<file path="src/design/spcl_pkg.sv">
// constants and types for the shutter pmu control logic
package spcl_pkg;
  localparam int unsigned CLK_NS = 10;
  localparam int unsigned TICK_NS = 1000000;
  localparam int unsigned TICK_CYC = TICK_NS / CLK_NS;
  localparam int unsigned PRE_MIN = 30;
  localparam int unsigned FAST_MIN = 300;
  localparam int unsigned MS_PER_MIN = 60000;
  localparam int unsigned PRE_MS = PRE_MIN * MS_PER_MIN;
  localparam int unsigned FAST_MS = FAST_MIN * MS_PER_MIN;
  localparam int DIV_W = 17;
  localparam int TMR_W = 25;
  localparam int AW = 8;
  localparam int EV_W = 5;
  localparam logic [AW-1:0] A_CTRL = 8'h00;
  localparam logic [AW-1:0] A_STATUS = 8'h04;
  localparam logic [AW-1:0] A_INT_STAT = 8'h08;
  localparam logic [AW-1:0] A_INT_CLR = 8'h0c;
  localparam logic [AW-1:0] A_INT_EN = 8'h10;
  localparam logic [AW-1:0] A_TIMER = 8'h14;
  localparam int CTRL_CHG_EN = 0;
  localparam logic CTRL_CHG_EN_RST = 1'h1;
  localparam logic [EV_W-1:0] INT_EN_RST = 5'h00;
  localparam logic POWER_RST = 1'h1;
  localparam int EV_FAULT = 0;
  localparam int EV_LDO_TSD = 1;
  localparam int EV_BST_TSD = 2;
  localparam int EV_SLEEP = 3;
  localparam int EV_PHASE = 4;
  localparam logic [8:0] FULL_STEP = 9'h100;
  localparam logic [1:0] IN_OPEN = 2'h0;
  localparam logic [1:0] IN_PLUS = 2'h1;
  localparam logic [1:0] IN_MINUS = 2'h2;
  localparam logic [1:0] IN_GND = 2'h3;

  typedef enum logic [2:0] {
    CHG_IDLE = 3'b000,
    CHG_PRE = 3'b001,
    CHG_FAST = 3'b010,
    CHG_TERM = 3'b011,
    CHG_RECHG = 3'b100,
    CHG_FAULT = 3'b101
  } spcl_chg_state_t;

  // switch closed when a field is high
  typedef struct packed {
    logic pos_high;
    logic pos_low;
    logic neg_high;
    logic neg_low;
  } spcl_bridge_t;

  localparam spcl_bridge_t BR_OPEN = 4'h0;
  localparam spcl_bridge_t BR_PLUS = 4'h9;
  localparam spcl_bridge_t BR_MINUS = 4'h6;
  localparam spcl_bridge_t BR_GND = 4'h5;

  typedef struct packed {
    logic vin_present;
    logic input_overvoltage_protect;
    logic above_precharge_threshold;
    logic charge_term_reached;
    logic recharge_needed;
    logic battery_at_reg;
  } spcl_chg_in_t;

  typedef struct packed {
    logic input_power_limit_loop;
    logic vin_low_limit;
    logic thermal_reg;
    logic [7:0] current_scale;
  } spcl_slow_t;
endpackage

</file>
<file path="src/design/spcl_top.sv">
// shutter pmu control logic: charger, ldo, boost, bridges, apb
//
// Design decisions made here: register access over APB and the placing of the registers.
`timescale 1ns/1ns
module spcl_top #(
  parameter int unsigned TICK_CYC_P = spcl_pkg::TICK_CYC,
  parameter int unsigned PRE_MS_P = spcl_pkg::PRE_MS,
  parameter int unsigned FAST_MS_P = spcl_pkg::FAST_MS
) (
  // clock and reset
  input wire logic mclk,
  input wire logic resetn,
  // apb slave
  input wire logic psel,
  input wire logic penable,
  input wire logic pwrite,
  input wire logic [spcl_pkg::AW-1:0] paddr,
  input wire logic [31:0] pwdata,
  output logic [31:0] prdata,
  output logic pready,
  output logic pslverr,
  // host pins
  input wire logic boost_enable_pin,
  input wire logic left_bridge_in_low,
  input wire logic left_bridge_in_high,
  input wire logic right_bridge_in_low,
  input wire logic right_bridge_in_high,
  input wire logic sleep_in,
  input wire logic ldo_voltage_select,
  input wire logic wake_request,
  // analog monitors
  input wire spcl_pkg::spcl_chg_in_t chg_in,
  input wire spcl_pkg::spcl_slow_t slow_in,
  input wire logic ldo_thermal_shutdown,
  input wire logic boost_thermal_shutdown,
  // power controls
  output spcl_pkg::spcl_bridge_t left_shutter_sw,
  output spcl_pkg::spcl_bridge_t right_shutter_sw,
  output logic boost_switch_en,
  output logic ldo_enable,
  output logic ldo_3v0_select,
  output logic system_power_on,
  // open-drain charge status
  input wire logic charge_status_n_in,
  output logic charge_status_n_out,
  output logic charge_status_n_oe,
  // interrupt
  output logic irq
);

  // bridge decode shared by both sides
  function automatic spcl_pkg::spcl_bridge_t bridge_dec(
    input logic [1:0] pair,
    input logic boost_on
  );
    spcl_pkg::spcl_bridge_t r;
    r = spcl_pkg::BR_GND;
    if (boost_on) begin
      unique case (pair)
        spcl_pkg::IN_OPEN: r = spcl_pkg::BR_OPEN;
        spcl_pkg::IN_PLUS: r = spcl_pkg::BR_PLUS;
        spcl_pkg::IN_MINUS: r = spcl_pkg::BR_MINUS;
        spcl_pkg::IN_GND: r = spcl_pkg::BR_GND;
      endcase
    end
    return r;
  endfunction

  // state
  spcl_pkg::spcl_chg_state_t chg_q;
  spcl_pkg::spcl_chg_state_t chg_d;
  logic [spcl_pkg::DIV_W-1:0] div_q;
  logic [spcl_pkg::TMR_W-1:0] tmr_q;
  logic [spcl_pkg::TMR_W-1:0] tmr_d;
  logic [7:0] frac_q;
  logic [7:0] frac_d;
  logic powered_q;
  logic powered_d;
  logic sleep_prev_q;
  logic ldo_tsd_prev_q;
  logic bst_tsd_prev_q;
  logic chg_en_q;
  logic [spcl_pkg::EV_W-1:0] int_stat_q;
  logic [spcl_pkg::EV_W-1:0] int_en_q;
  logic [spcl_pkg::EV_W-1:0] ev;

  // divider giving a 1 ms tick
  wire tick = div_q == spcl_pkg::DIV_W'(TICK_CYC_P - 1);

  // proportional slow-down of the timebase
  wire reduce = chg_q == spcl_pkg::CHG_FAST &&
    (slow_in.input_power_limit_loop | slow_in.vin_low_limit |
     slow_in.thermal_reg);
  wire [8:0] step = reduce ? {1'b0, slow_in.current_scale} :
    spcl_pkg::FULL_STEP;
  // fraction carried so a partial step is never lost between ticks
  wire [8:0] frac_sum = {1'b0, frac_q} + step;
  wire advance = tick & frac_sum[8];

  wire timing = chg_q == spcl_pkg::CHG_PRE ||
    chg_q == spcl_pkg::CHG_FAST;
  wire pre_exp = chg_q == spcl_pkg::CHG_PRE &&
    tmr_q >= spcl_pkg::TMR_W'(PRE_MS_P);
  wire fast_exp = chg_q == spcl_pkg::CHG_FAST &&
    tmr_q >= spcl_pkg::TMR_W'(FAST_MS_P);

  // charger held idle while disabled, unpowered at input or overvoltage
  wire chg_allow = chg_en_q & chg_in.vin_present &
    ~chg_in.input_overvoltage_protect;

  // charger phase sequencing
  always_comb begin
    chg_d = chg_q;
    if (!chg_allow) begin
      chg_d = spcl_pkg::CHG_IDLE;
    end else begin
      unique case (chg_q)
        spcl_pkg::CHG_IDLE: begin
          chg_d = chg_in.above_precharge_threshold ?
            spcl_pkg::CHG_FAST : spcl_pkg::CHG_PRE;
        end
        spcl_pkg::CHG_PRE: begin
          if (chg_in.above_precharge_threshold) begin
            chg_d = spcl_pkg::CHG_FAST;
          end else if (pre_exp) begin
            chg_d = spcl_pkg::CHG_FAULT;
          end
        end
        spcl_pkg::CHG_FAST: begin
          if (chg_in.charge_term_reached) begin
            chg_d = spcl_pkg::CHG_TERM;
          end else if (fast_exp) begin
            chg_d = spcl_pkg::CHG_FAULT;
          end
        end
        spcl_pkg::CHG_TERM: begin
          if (chg_in.recharge_needed) begin
            chg_d = spcl_pkg::CHG_RECHG;
          end
        end
        spcl_pkg::CHG_RECHG: begin
          if (chg_in.battery_at_reg) begin
            chg_d = spcl_pkg::CHG_TERM;
          end
        end
        spcl_pkg::CHG_FAULT: chg_d = spcl_pkg::CHG_FAULT;
        default: chg_d = spcl_pkg::CHG_IDLE;
      endcase
    end
  end

  wire phase_change = chg_d != chg_q;

  // safety timer, cleared on every phase change
  always_comb begin
    tmr_d = tmr_q;
    frac_d = frac_q;
    if (phase_change || !timing) begin
      tmr_d = '0;
      frac_d = '0;
    end else if (tick) begin
      frac_d = frac_sum[7:0];
      if (advance) begin
        tmr_d = tmr_q + spcl_pkg::TMR_W'(1);
      end
    end
  end

  // power state and shutdown causes
  // history resets low, so a pin held low over reset is no edge
  wire sleep_fall = sleep_prev_q & ~sleep_in;
  wire shut = ldo_thermal_shutdown | boost_thermal_shutdown |
    sleep_fall;

  always_comb begin
    powered_d = powered_q;
    if (shut) begin
      powered_d = 1'b0;
    end else if (wake_request) begin
      powered_d = 1'b1;
    end
  end

  wire ldo_en_d = powered_d & ~ldo_thermal_shutdown;
  wire boost_on = powered_d & boost_enable_pin &
    ~boost_thermal_shutdown;

  // status switch on only in the precharge, fast charge and termination phases
  wire stat_on = powered_d & ~chg_in.input_overvoltage_protect &
    (chg_d == spcl_pkg::CHG_PRE || chg_d == spcl_pkg::CHG_FAST ||
     chg_d == spcl_pkg::CHG_TERM);

  // events for the sticky status
  assign ev[spcl_pkg::EV_FAULT] = phase_change &&
    chg_d == spcl_pkg::CHG_FAULT;
  assign ev[spcl_pkg::EV_LDO_TSD] = ldo_thermal_shutdown &
    ~ldo_tsd_prev_q;
  assign ev[spcl_pkg::EV_BST_TSD] = boost_thermal_shutdown &
    ~bst_tsd_prev_q;
  assign ev[spcl_pkg::EV_SLEEP] = sleep_fall;
  assign ev[spcl_pkg::EV_PHASE] = phase_change;

  // apb decode
  wire apb_acc = psel & penable;
  wire rd_setup = apb_acc & ~pready;
  wire wr_fire = apb_acc & pready & pwrite;
  wire aligned = paddr[1:0] == 2'h0;
  wire hit_ctrl = aligned && paddr == spcl_pkg::A_CTRL;
  wire hit_status = aligned && paddr == spcl_pkg::A_STATUS;
  wire hit_istat = aligned && paddr == spcl_pkg::A_INT_STAT;
  wire hit_iclr = aligned && paddr == spcl_pkg::A_INT_CLR;
  wire hit_ien = aligned && paddr == spcl_pkg::A_INT_EN;
  wire hit_timer = aligned && paddr == spcl_pkg::A_TIMER;
  wire hit = hit_ctrl | hit_status | hit_istat | hit_iclr |
    hit_ien | hit_timer;

  // bits 7 and 5..3 read the output flops, not their next values; bit 6 reads the status pin input
  wire [31:0] status_word = {24'h000000, ldo_3v0_select,
    charge_status_n_in, boost_switch_en, ldo_enable,
    system_power_on, chg_q};
  wire [31:0] rd_data =
    hit_ctrl ? {31'h00000000, chg_en_q} :
    hit_status ? status_word :
    hit_istat ? {27'h0000000, int_stat_q} :
    hit_ien ? {27'h0000000, int_en_q} :
    hit_timer ? {7'h00, tmr_q} : 32'h00000000;

  wire [spcl_pkg::EV_W-1:0] clr = (wr_fire && hit_iclr) ?
    pwdata[spcl_pkg::EV_W-1:0] : '0;
  // a new event wins over a clear in the same cycle
  wire [spcl_pkg::EV_W-1:0] int_stat_d = (int_stat_q & ~clr) | ev;
  wire irq_d = |(int_stat_d & int_en_q);

  // apb slave: one wait state, data and error with pready
  always_ff @(posedge mclk or negedge resetn) begin
    if (!resetn) begin
      pready <= 1'b0;
      prdata <= 32'h00000000;
      pslverr <= 1'b0;
    end else begin
      pready <= rd_setup;
      pslverr <= rd_setup & ~hit;
      if (rd_setup) begin
        prdata <= pwrite ? 32'h00000000 : rd_data;
      end
    end
  end

  // software registers
  always_ff @(posedge mclk or negedge resetn) begin
    if (!resetn) begin
      chg_en_q <= spcl_pkg::CTRL_CHG_EN_RST;
      int_en_q <= spcl_pkg::INT_EN_RST;
      int_stat_q <= '0;
    end else begin
      if (wr_fire && hit_ctrl) begin
        chg_en_q <= pwdata[spcl_pkg::CTRL_CHG_EN];
      end
      if (wr_fire && hit_ien) begin
        int_en_q <= pwdata[spcl_pkg::EV_W-1:0];
      end
      int_stat_q <= int_stat_d;
    end
  end

  // charger state and timebase
  always_ff @(posedge mclk or negedge resetn) begin
    if (!resetn) begin
      chg_q <= spcl_pkg::CHG_IDLE;
      div_q <= '0;
      tmr_q <= '0;
      frac_q <= '0;
    end else begin
      chg_q <= chg_d;
      div_q <= tick ? '0 : div_q + spcl_pkg::DIV_W'(1);
      tmr_q <= tmr_d;
      frac_q <= frac_d;
    end
  end

  // edge history and power state
  always_ff @(posedge mclk or negedge resetn) begin
    if (!resetn) begin
      sleep_prev_q <= 1'b0;
      ldo_tsd_prev_q <= 1'b0;
      bst_tsd_prev_q <= 1'b0;
      powered_q <= spcl_pkg::POWER_RST;
    end else begin
      sleep_prev_q <= sleep_in;
      ldo_tsd_prev_q <= ldo_thermal_shutdown;
      bst_tsd_prev_q <= boost_thermal_shutdown;
      powered_q <= powered_d;
    end
  end

  // registered pin outputs
  always_ff @(posedge mclk or negedge resetn) begin
    if (!resetn) begin
      left_shutter_sw <= spcl_pkg::BR_GND;
      right_shutter_sw <= spcl_pkg::BR_GND;
      boost_switch_en <= 1'b0;
      ldo_enable <= 1'b0;
      ldo_3v0_select <= 1'b0;
      system_power_on <= 1'b0;
      charge_status_n_out <= 1'b0;
      charge_status_n_oe <= 1'b0;
      irq <= 1'b0;
    end else begin
      left_shutter_sw <= bridge_dec({left_bridge_in_high,
        left_bridge_in_low}, boost_on);
      right_shutter_sw <= bridge_dec({right_bridge_in_high,
        right_bridge_in_low}, boost_on);
      boost_switch_en <= boost_on;
      ldo_enable <= ldo_en_d;
      ldo_3v0_select <= ldo_voltage_select;
      system_power_on <= powered_d;
      charge_status_n_out <= 1'b0;
      charge_status_n_oe <= stat_on;
      irq <= irq_d;
    end
  end

endmodule

</file>
<file path="config.mk">
export PLATFORM = sky130hd
export DESIGN_NAME = spcl_top
export DESIGN_NICKNAME = d
export VERILOG_FILES = /design/src/design/spcl_pkg.sv /design/src/design/spcl_top.sv
export SDC_FILE = /design/constraint.sdc
export NUM_CORES = 1
export LEC_CHECK = 0
export BUFFER_PORTS_ARGS = -buffer_cell sky130_fd_sc_hd__buf_4
export CAP_MARGIN = 20
export CORE_ASPECT_RATIO = 1.25
export CORE_MARGIN = 3
export CORE_UTILIZATION = 49
export DETAILED_ROUTE_END_ITERATION = 16
export PLACE_DENSITY_LB_ADDON = 0.12
export SYNTH_ARGS = -nofsm -noshare
export SYNTH_HDL_FRONTEND = slang
export SYNTH_SLANG_ARGS = --single-unit
</file>
<file path="constraint.sdc">
create_clock -name mclk -period 3.1 [get_ports mclk]
set_input_delay 0.62 -clock mclk [delete_from_list [all_inputs] [get_ports mclk]]
set_output_delay 0.62 -clock mclk [all_outputs]
set_load 0.02 [all_outputs]
</file>
==> impl_metrics.json, run 1 <==
{
  "async_reset_ff_share_pct": 100.0,
  "cts_resized": 0,
  "final_cell_area_sq_mm": 0.006899,
  "clk_latency_ns": 0.35,
  "wl_mm": 12.50,
  "synth_top_family_by_area": "simple AND/OR/NAND/NOR gates",
  "clkTransAtPathRegs_ns": 0.07,
  "critPathMaxFanout": 7,
  "ant_nets": 0,
  "p_leak_nw": 3.082,
  "fp.dieW_um": 101.3,
  "synth_xor_area_share_pct": 6.455,
  "cts_tree": "built",
  "firstDrtPassIters": 4,
  "antenna_found_initial": 0,
  "gp_congestion": 0.8470,
  "r2r_cells": 13,
  "rsz0062_at_grt": "no",
  "placed_cells": 781,
  "skew_ns": 0.009471,
  "power_density_mw_per_mm2": 412.7,
  "synth_simple_gate_area_share_pct": 19.68,
  "drv_cap": 0,
  "vias": 4374,
  "finalNetCount": 745,
  "synth_mux_area_share_pct": 3.644,
  "finalHoldViolCount": 0,
  "fin_cells": 797,
  "area_growth_syn_to_layout_pct": 24.02,
  "status": "finished, final reports clean",
  "clockRootBuffer": "clkbuf_16",
  "p_int_mw": 2.212,
  "start_util_pct": 51.39,
  "synthFlopType": "dfrtp_1",
  "grt_pass1_vias": 4526,
  "layout_common_cells": "buf_4 (122), dfrtp_1 (103), nor2_1 (65)",
  "wire_per_inst_um": 15.68,
  "synth_area_sq_mm": 0.005563,
  "clock-sinks": 109,
  "hold_path_class": "in -> async",
  "drive_gt1_share_pct": 28.57,
  "critPathSlowestCell": "fa_2",
  "grt_usage_pct": 20.48,
  "post_cts_buffers": 0,
  "synthAdderAreaFrac_pct": 2.834,
  "tightest_slew_ns": 0.7579,
  "n_fill_cell": 907,
  "maxSlewViolCount": 0,
  "setup_violations": 0,
  "period_needed_ns": 3.020,
  "final_common_cell": "buf_4",
  "cp-startpoint": "slow_in[9]",
  "placed_area_sq_mm": 0.006539,
  "irDropWorstVdd_uv": 274.0,
  "rows": 42,
  "cts_hold_buf": 0,
  "grt_start_max_net_pins": 60,
  "drt_iter0_drc": 161,
  "power.total_mw": 2.847,
  "end_kind": "register",
  "critical_path.max_stage_delay_ns": 0.36,
  "drc": 0,
  "dieArea_sq_mm": 0.01268,
  "pwr-share-clk_pct": 44.6,
  "max_freq_mhz": 331.1,
  "grt_pass1_wl_mm": 21.30,
  "grt.overflow.total": 0,
  "synth_seq_area_share_pct": 49.17,
  "fin_crit_sh_pct": 97.42,
  "ys_ff_latch": 109,
  "via_per_inst": 5.488,
  "syn_avg_cell_area_sq_um": 10.21,
  "cts.htree.levels": 3,
  "combPwrFrac_pct": 5.0,
  "yosys_warnings": 0,
  "timing.rr.end": "tmr_q[9]",
  "diodes": 0,
  "cts_buffers": 9,
  "cp.required_ns": 3.38,
  "synth_compound_area_share_pct": 13.79,
  "timing.rr.start": "chg_q[1]",
  "ys_types": 69,
  "critPathCapture": "tmr_q[9]",
  "max-clock-path-buffers": 2,
  "final_util_pct": 63.73,
  "dp_slack_ns": -0.3521,
  "seq_power_share_pct": 50.4,
  "crit_type": "in -> reg",
  "p_switching_mw": 0.6354,
  "start_kind": "primary input",
  "r2r_slack_ns": 0.13,
  "worstPathCellList": "buf_4 > o31a_1 > and2_1 > ha_1 > fa_2 > a21oi_2 > o2111ai_1 > o211ai_1 > mux2_4 > nand3_2 > buf_4 > or3_1 > a21oi_2",
  "p_sw_share_pct": 22.32,
  "hpwl_mm": 9.379,
  "ios": 122,
  "fin_ws_ns": 0.08000,
  "synth-edff-count": 0,
  "die_y_um": 125.1,
  "relSlewSlack_pct": 49.47,
  "io_buffer_count": 86,
  "crit_arrival_ns": 3.30,
  "coreArea_sq_mm": 0.01083,
  "netlist_instances": 545
}
critical path, delay by kind of cell:
family / cells / cell delay (ns)
compound gates: 5 / 0.94
fa+ha+maj: 2 / 0.57
buf+inv: 2 / 0.30
mux: 1 / 0.25
simple gates: 3 / 0.63
state kept, by name, indices dropped and copies added, names as in the netlist, 3 cells and up:
name              flops
prdata               25
tmr_q                25
div_q                17
frac_q                8
int_en_q              5
int_stat_q            5
left_shutter_sw       4
right_shutter_sw      4
chg_q                 3
synthesized netlist by cell type, drive strengths merged (6+ instances only):
master	instances	area, sq um
xor2	7	61.31
mux2i	9	90.09
nor3	14	75.07
dfstp	6	157.7
nand2	52	195.2
inv	19	71.32
and2	11	68.82
o21ai	24	127.6
a22o	21	185.2
mux2	10	112.6
dfrtp	103	2577
and3	8	50.05
clkbuf	7	26.28
nor2	68	267.8
buf	19	145.1
ha	11	137.6
nor4	6	37.54
nand3	22	110.1
xnor2	34	297.8
a21oi	20	118.9
a22oi	7	57.55
per-layer routing:
layer	vias to the layer above	GRT usage [%]	part of all wire (%)
met4	0	5.321	1.7
met1	2136	25.61	41
met3	18	4.624	4.3
met5	-	0	0
li1	2131	-	-
met2	89	35.40	53
final cells by class:
| type | instances | area [sq um] | area share, % |
|---|---|---|---|
| Sequential cell | 109 | 2735 | 39.64 |
| Multi-Input combinational cell | 398 | 2661 | 38.57 |
| Timing Repair Buffer | 123 | 935.9 | 13.57 |
| Clock buffer | 9 | 225.2 | 3.264 |
| Tap cell | 132 | 165.2 | 2.394 |
| Clock inverter | 7 | 105.1 | 1.523 |
| Inverter | 19 | 71.32 | 1.034 |
worst min path at each step:
stage,from,to,slack [ns]
global route,ldo_voltage_select,ldo_3v0_select,0.37
floorplan,resetn,boost_switch_en,0.32
detailed placement,prdata[0],prdata[0],0.47
finish,resetn,prdata[20],0.34
global placement,ldo_tsd_prev_q,int_stat_q[1],0.46
CTS,resetn,prdata[23],0.36
logic make-up after synthesis:
logic type,after synthesis
compound gates,99
flops,109
fa+ha+maj,12
xor+xnor,41
mux,19
buf+inv,45
simple gates,219
other cells,1
per-stage QoR:
step	hold WS (ns)	setup TNS, ns
floorplan	0.3244	0
global placement	0.4593	-4.840
detailed placement	0.4717	-5.877
CTS	0.3643	0
global route	0.3654	0
finish	0.3408	0
power groups by stage:
stage | Clock [mW] | Combinational [mW] | Sequential, mW
floorplan | 0 | 0.0461 | 1.47
global placement | 0 | 0.142 | 1.46
detailed placement | 0 | 0.145 | 1.46
CTS | 1.29 | 0.145 | 1.43
global route | 1.35 | 0.159 | 1.44
finish | 1.27 | 0.142 | 1.43
Note: power is estimated with default switching activity, not from simulation.
==> inputs of run 2 (changes only) <==
CORE_UTILIZATION = 50   (was 49)
SETUP_SLACK_MARGIN = 0.1   (was default)
clock period = 2.98 ns   (was 3.1 ns; I/O delays follow)
==> run 2 against run 1 <==
Net effect:
- utilization rose by 1.8 points
- cell area rose by 1.8%
- combinational power rose by 6%
- critical endpoint is now tmr_q[21]
- largest cell class is now multi-input combinational cells
==> impl_metrics.json, run 2 (synthesis gave the netlist of run 1 again) <==
{
  "grt_start_max_net_pins": 59,
  "wire_per_inst_um": 15.99,
  "cts_tree": "built",
  "cts.htree.levels": 3,
  "drv_cap": 0,
  "die_y_um": 123.9,
  "fin_crit_sh_pct": 97.29,
  "final_common_cell": "buf_4",
  "via_per_inst": 5.572,
  "clockRootBuffer": "clkbuf_16",
  "grt.overflow.total": 0,
  "drive_gt1_share_pct": 31.63,
  "power.total_mw": 2.799,
  "ant_nets": 0,
  "layout_common_cells": "buf_4 (122), dfrtp_1 (103), nor2_1 (61)",
  "ios": 122,
  "n_fill_cell": 845,
  "grt_usage_pct": 21.08,
  "status": "finished, final reports clean",
  "max-clock-path-buffers": 2,
  "gp_congestion": 0.8923,
  "tightest_slew_ns": 0.7546,
  "hpwl_mm": 9.538,
  "power_density_mw_per_mm2": 398.6,
  "drc": 0,
  "timing.rr.end": "tmr_q[21]",
  "hold_ws_ns": 0.3058,
  "grt_pass1_vias": 4463,
  "crit_type": "in -> reg",
  "biggestRegsByFlops": "prdata: 25 flops, tmr_q: 25 flops, div_q: 17 flops",
  "r2r_cells": 14,
  "start_util_pct": 51.89,
  "area_growth_syn_to_layout_pct": 26.23,
  "hold_path_class": "in -> async",
  "clkTransAtPathRegs_ns": 0.07,
  "wl_mm": 12.78,
  "coreArea_sq_mm": 0.01072,
  "fp.dieW_um": 100.3,
  "clock-sinks": 109,
  "maxSlewViolCount": 0,
  "antenna_found_initial": 0,
  "crit_arrival_ns": 3.14,
  "clk_latency_ns": 0.35,
  "end_kind": "register",
  "io_buffer_count": 86,
  "cts_buffers": 9,
  "r2r_slack_ns": 0.09,
  "period_needed_ns": 2.899,
  "drt_iter0_drc": 197,
  "grt_pass1_wl_mm": 20.81,
  "rows": 42,
  "relSlewSlack_pct": 49.69,
  "cp.required_ns": 3.22,
  "diodes": 0,
  "dieArea_sq_mm": 0.01244,
  "final_util_pct": 65.50,
  "finalHoldViolCount": 0,
  "timing.rr.start": "chg_q[1]",
  "max_freq_mhz": 344.9,
  "vias": 4452,
  "setup_violations": 0,
  "skew_ns": 0.008342,
  "p_leak_nw": 3.156,
  "finalNetCount": 747,
  "irDropWorstVdd_uv": 261.6,
  "rsz0062_at_grt": "yes",
  "start_kind": "primary input",
  "critPathMaxFanout": 7,
  "firstDrtPassIters": 4
}
## run 2: cell types whose count changed in the layout (fill, tap and decap cells not counted), sizes merged
cell,before,now
buf,123,125
bufinv,2,0
clkinv,2,4
clkbuf,9,10
inv,22,21
## run 2: critical path, cell delays in order
cell and delay, ns:
buf_4 0.11, o31a_1 0.33, and2_4 0.18, ha_4 0.16, fa_2 0.37, a21oi_2 0.18
o2111ai_2 0.11, o211ai_1 0.14, mux2_4 0.27, nand3_4 0.14, buf_4 0.19, nor3_4 0.16
xnor2_1 0.13, nor2_1 0.05
## run 2: worst max path at each step
stage / cells after the start / from / slack [ns] / endpoint
floorplan: 13 / slow_in[8] / 0.02 / tmr_q[19]
global placement: 13 / slow_in[8] / -0.26 / tmr_q[23]
detailed placement: 13 / slow_in[8] / -0.36 / tmr_q[23]
CTS: 14 / chg_q[0] / 0.08 / tmr_q[13]
global route: 14 / chg_q[2] / -0.05 / tmr_q[11]
finish: 14 / slow_in[8] / 0.08 / tmr_q[21]
## run 2: routing by layer
| metal | wire length [um] | global-route usage, % | up-vias |
|---|---|---|---|
| met2 | 6770 | 37.27 | 100 |
| met1 | 5282 | 25.65 | 2201 |
| li1 | - | - | 2134 |
| met5 | 0 | 0 | - |
| met4 | 194 | 7.161 | 0 |
| met3 | 528 | 4.202 | 17 |
## run 2: area by class of cell
cell class	count	area (sq um)	area share, %
Clock buffer	10	239.0	3.403
Clock inverter	6	45.04	0.6415
Sequential cell	109	2735	38.95
Inverter	19	71.32	1.016
Multi-Input combinational cell	398	2808	39.99
Timing Repair Buffer	125	958.4	13.65
Tap cell	132	165.2	2.352
## run 2: timing repair
action | CTS | global route
resized for setup | 5 | 20
setup endpoints to repair | 16 | 23
setup buffers | 2 | 5
pin swaps | 4 | 10
hold buffers | 0 | 0
## run 2: per-stage QoR
stage / setup TNS (ns) / instance area (sq um) / cells / setup WS (ns)
4_1_cts: 0 / 6867 / 794 / 0.08194
3_3_place_gp: -4.590 / 6541 / 776 / -0.2600
6_report: 0 / 7022 / 799 / 0.08089
2_1_floorplan: 0 / 5662 / 552 / 0.02314
5_1_grt: -0.2546 / 7022 / 799 / -0.05291
3_5_place_dp: -5.227 / 6541 / 776 / -0.3621
## run 2: power by group
part           internal (mW)  switching [mW]  total [mW]
combinational         0.0619          0.0882       0.150
clock                  0.597           0.560        1.16
sequential              1.49         0.00437        1.49
total                   2.15           0.652        2.80
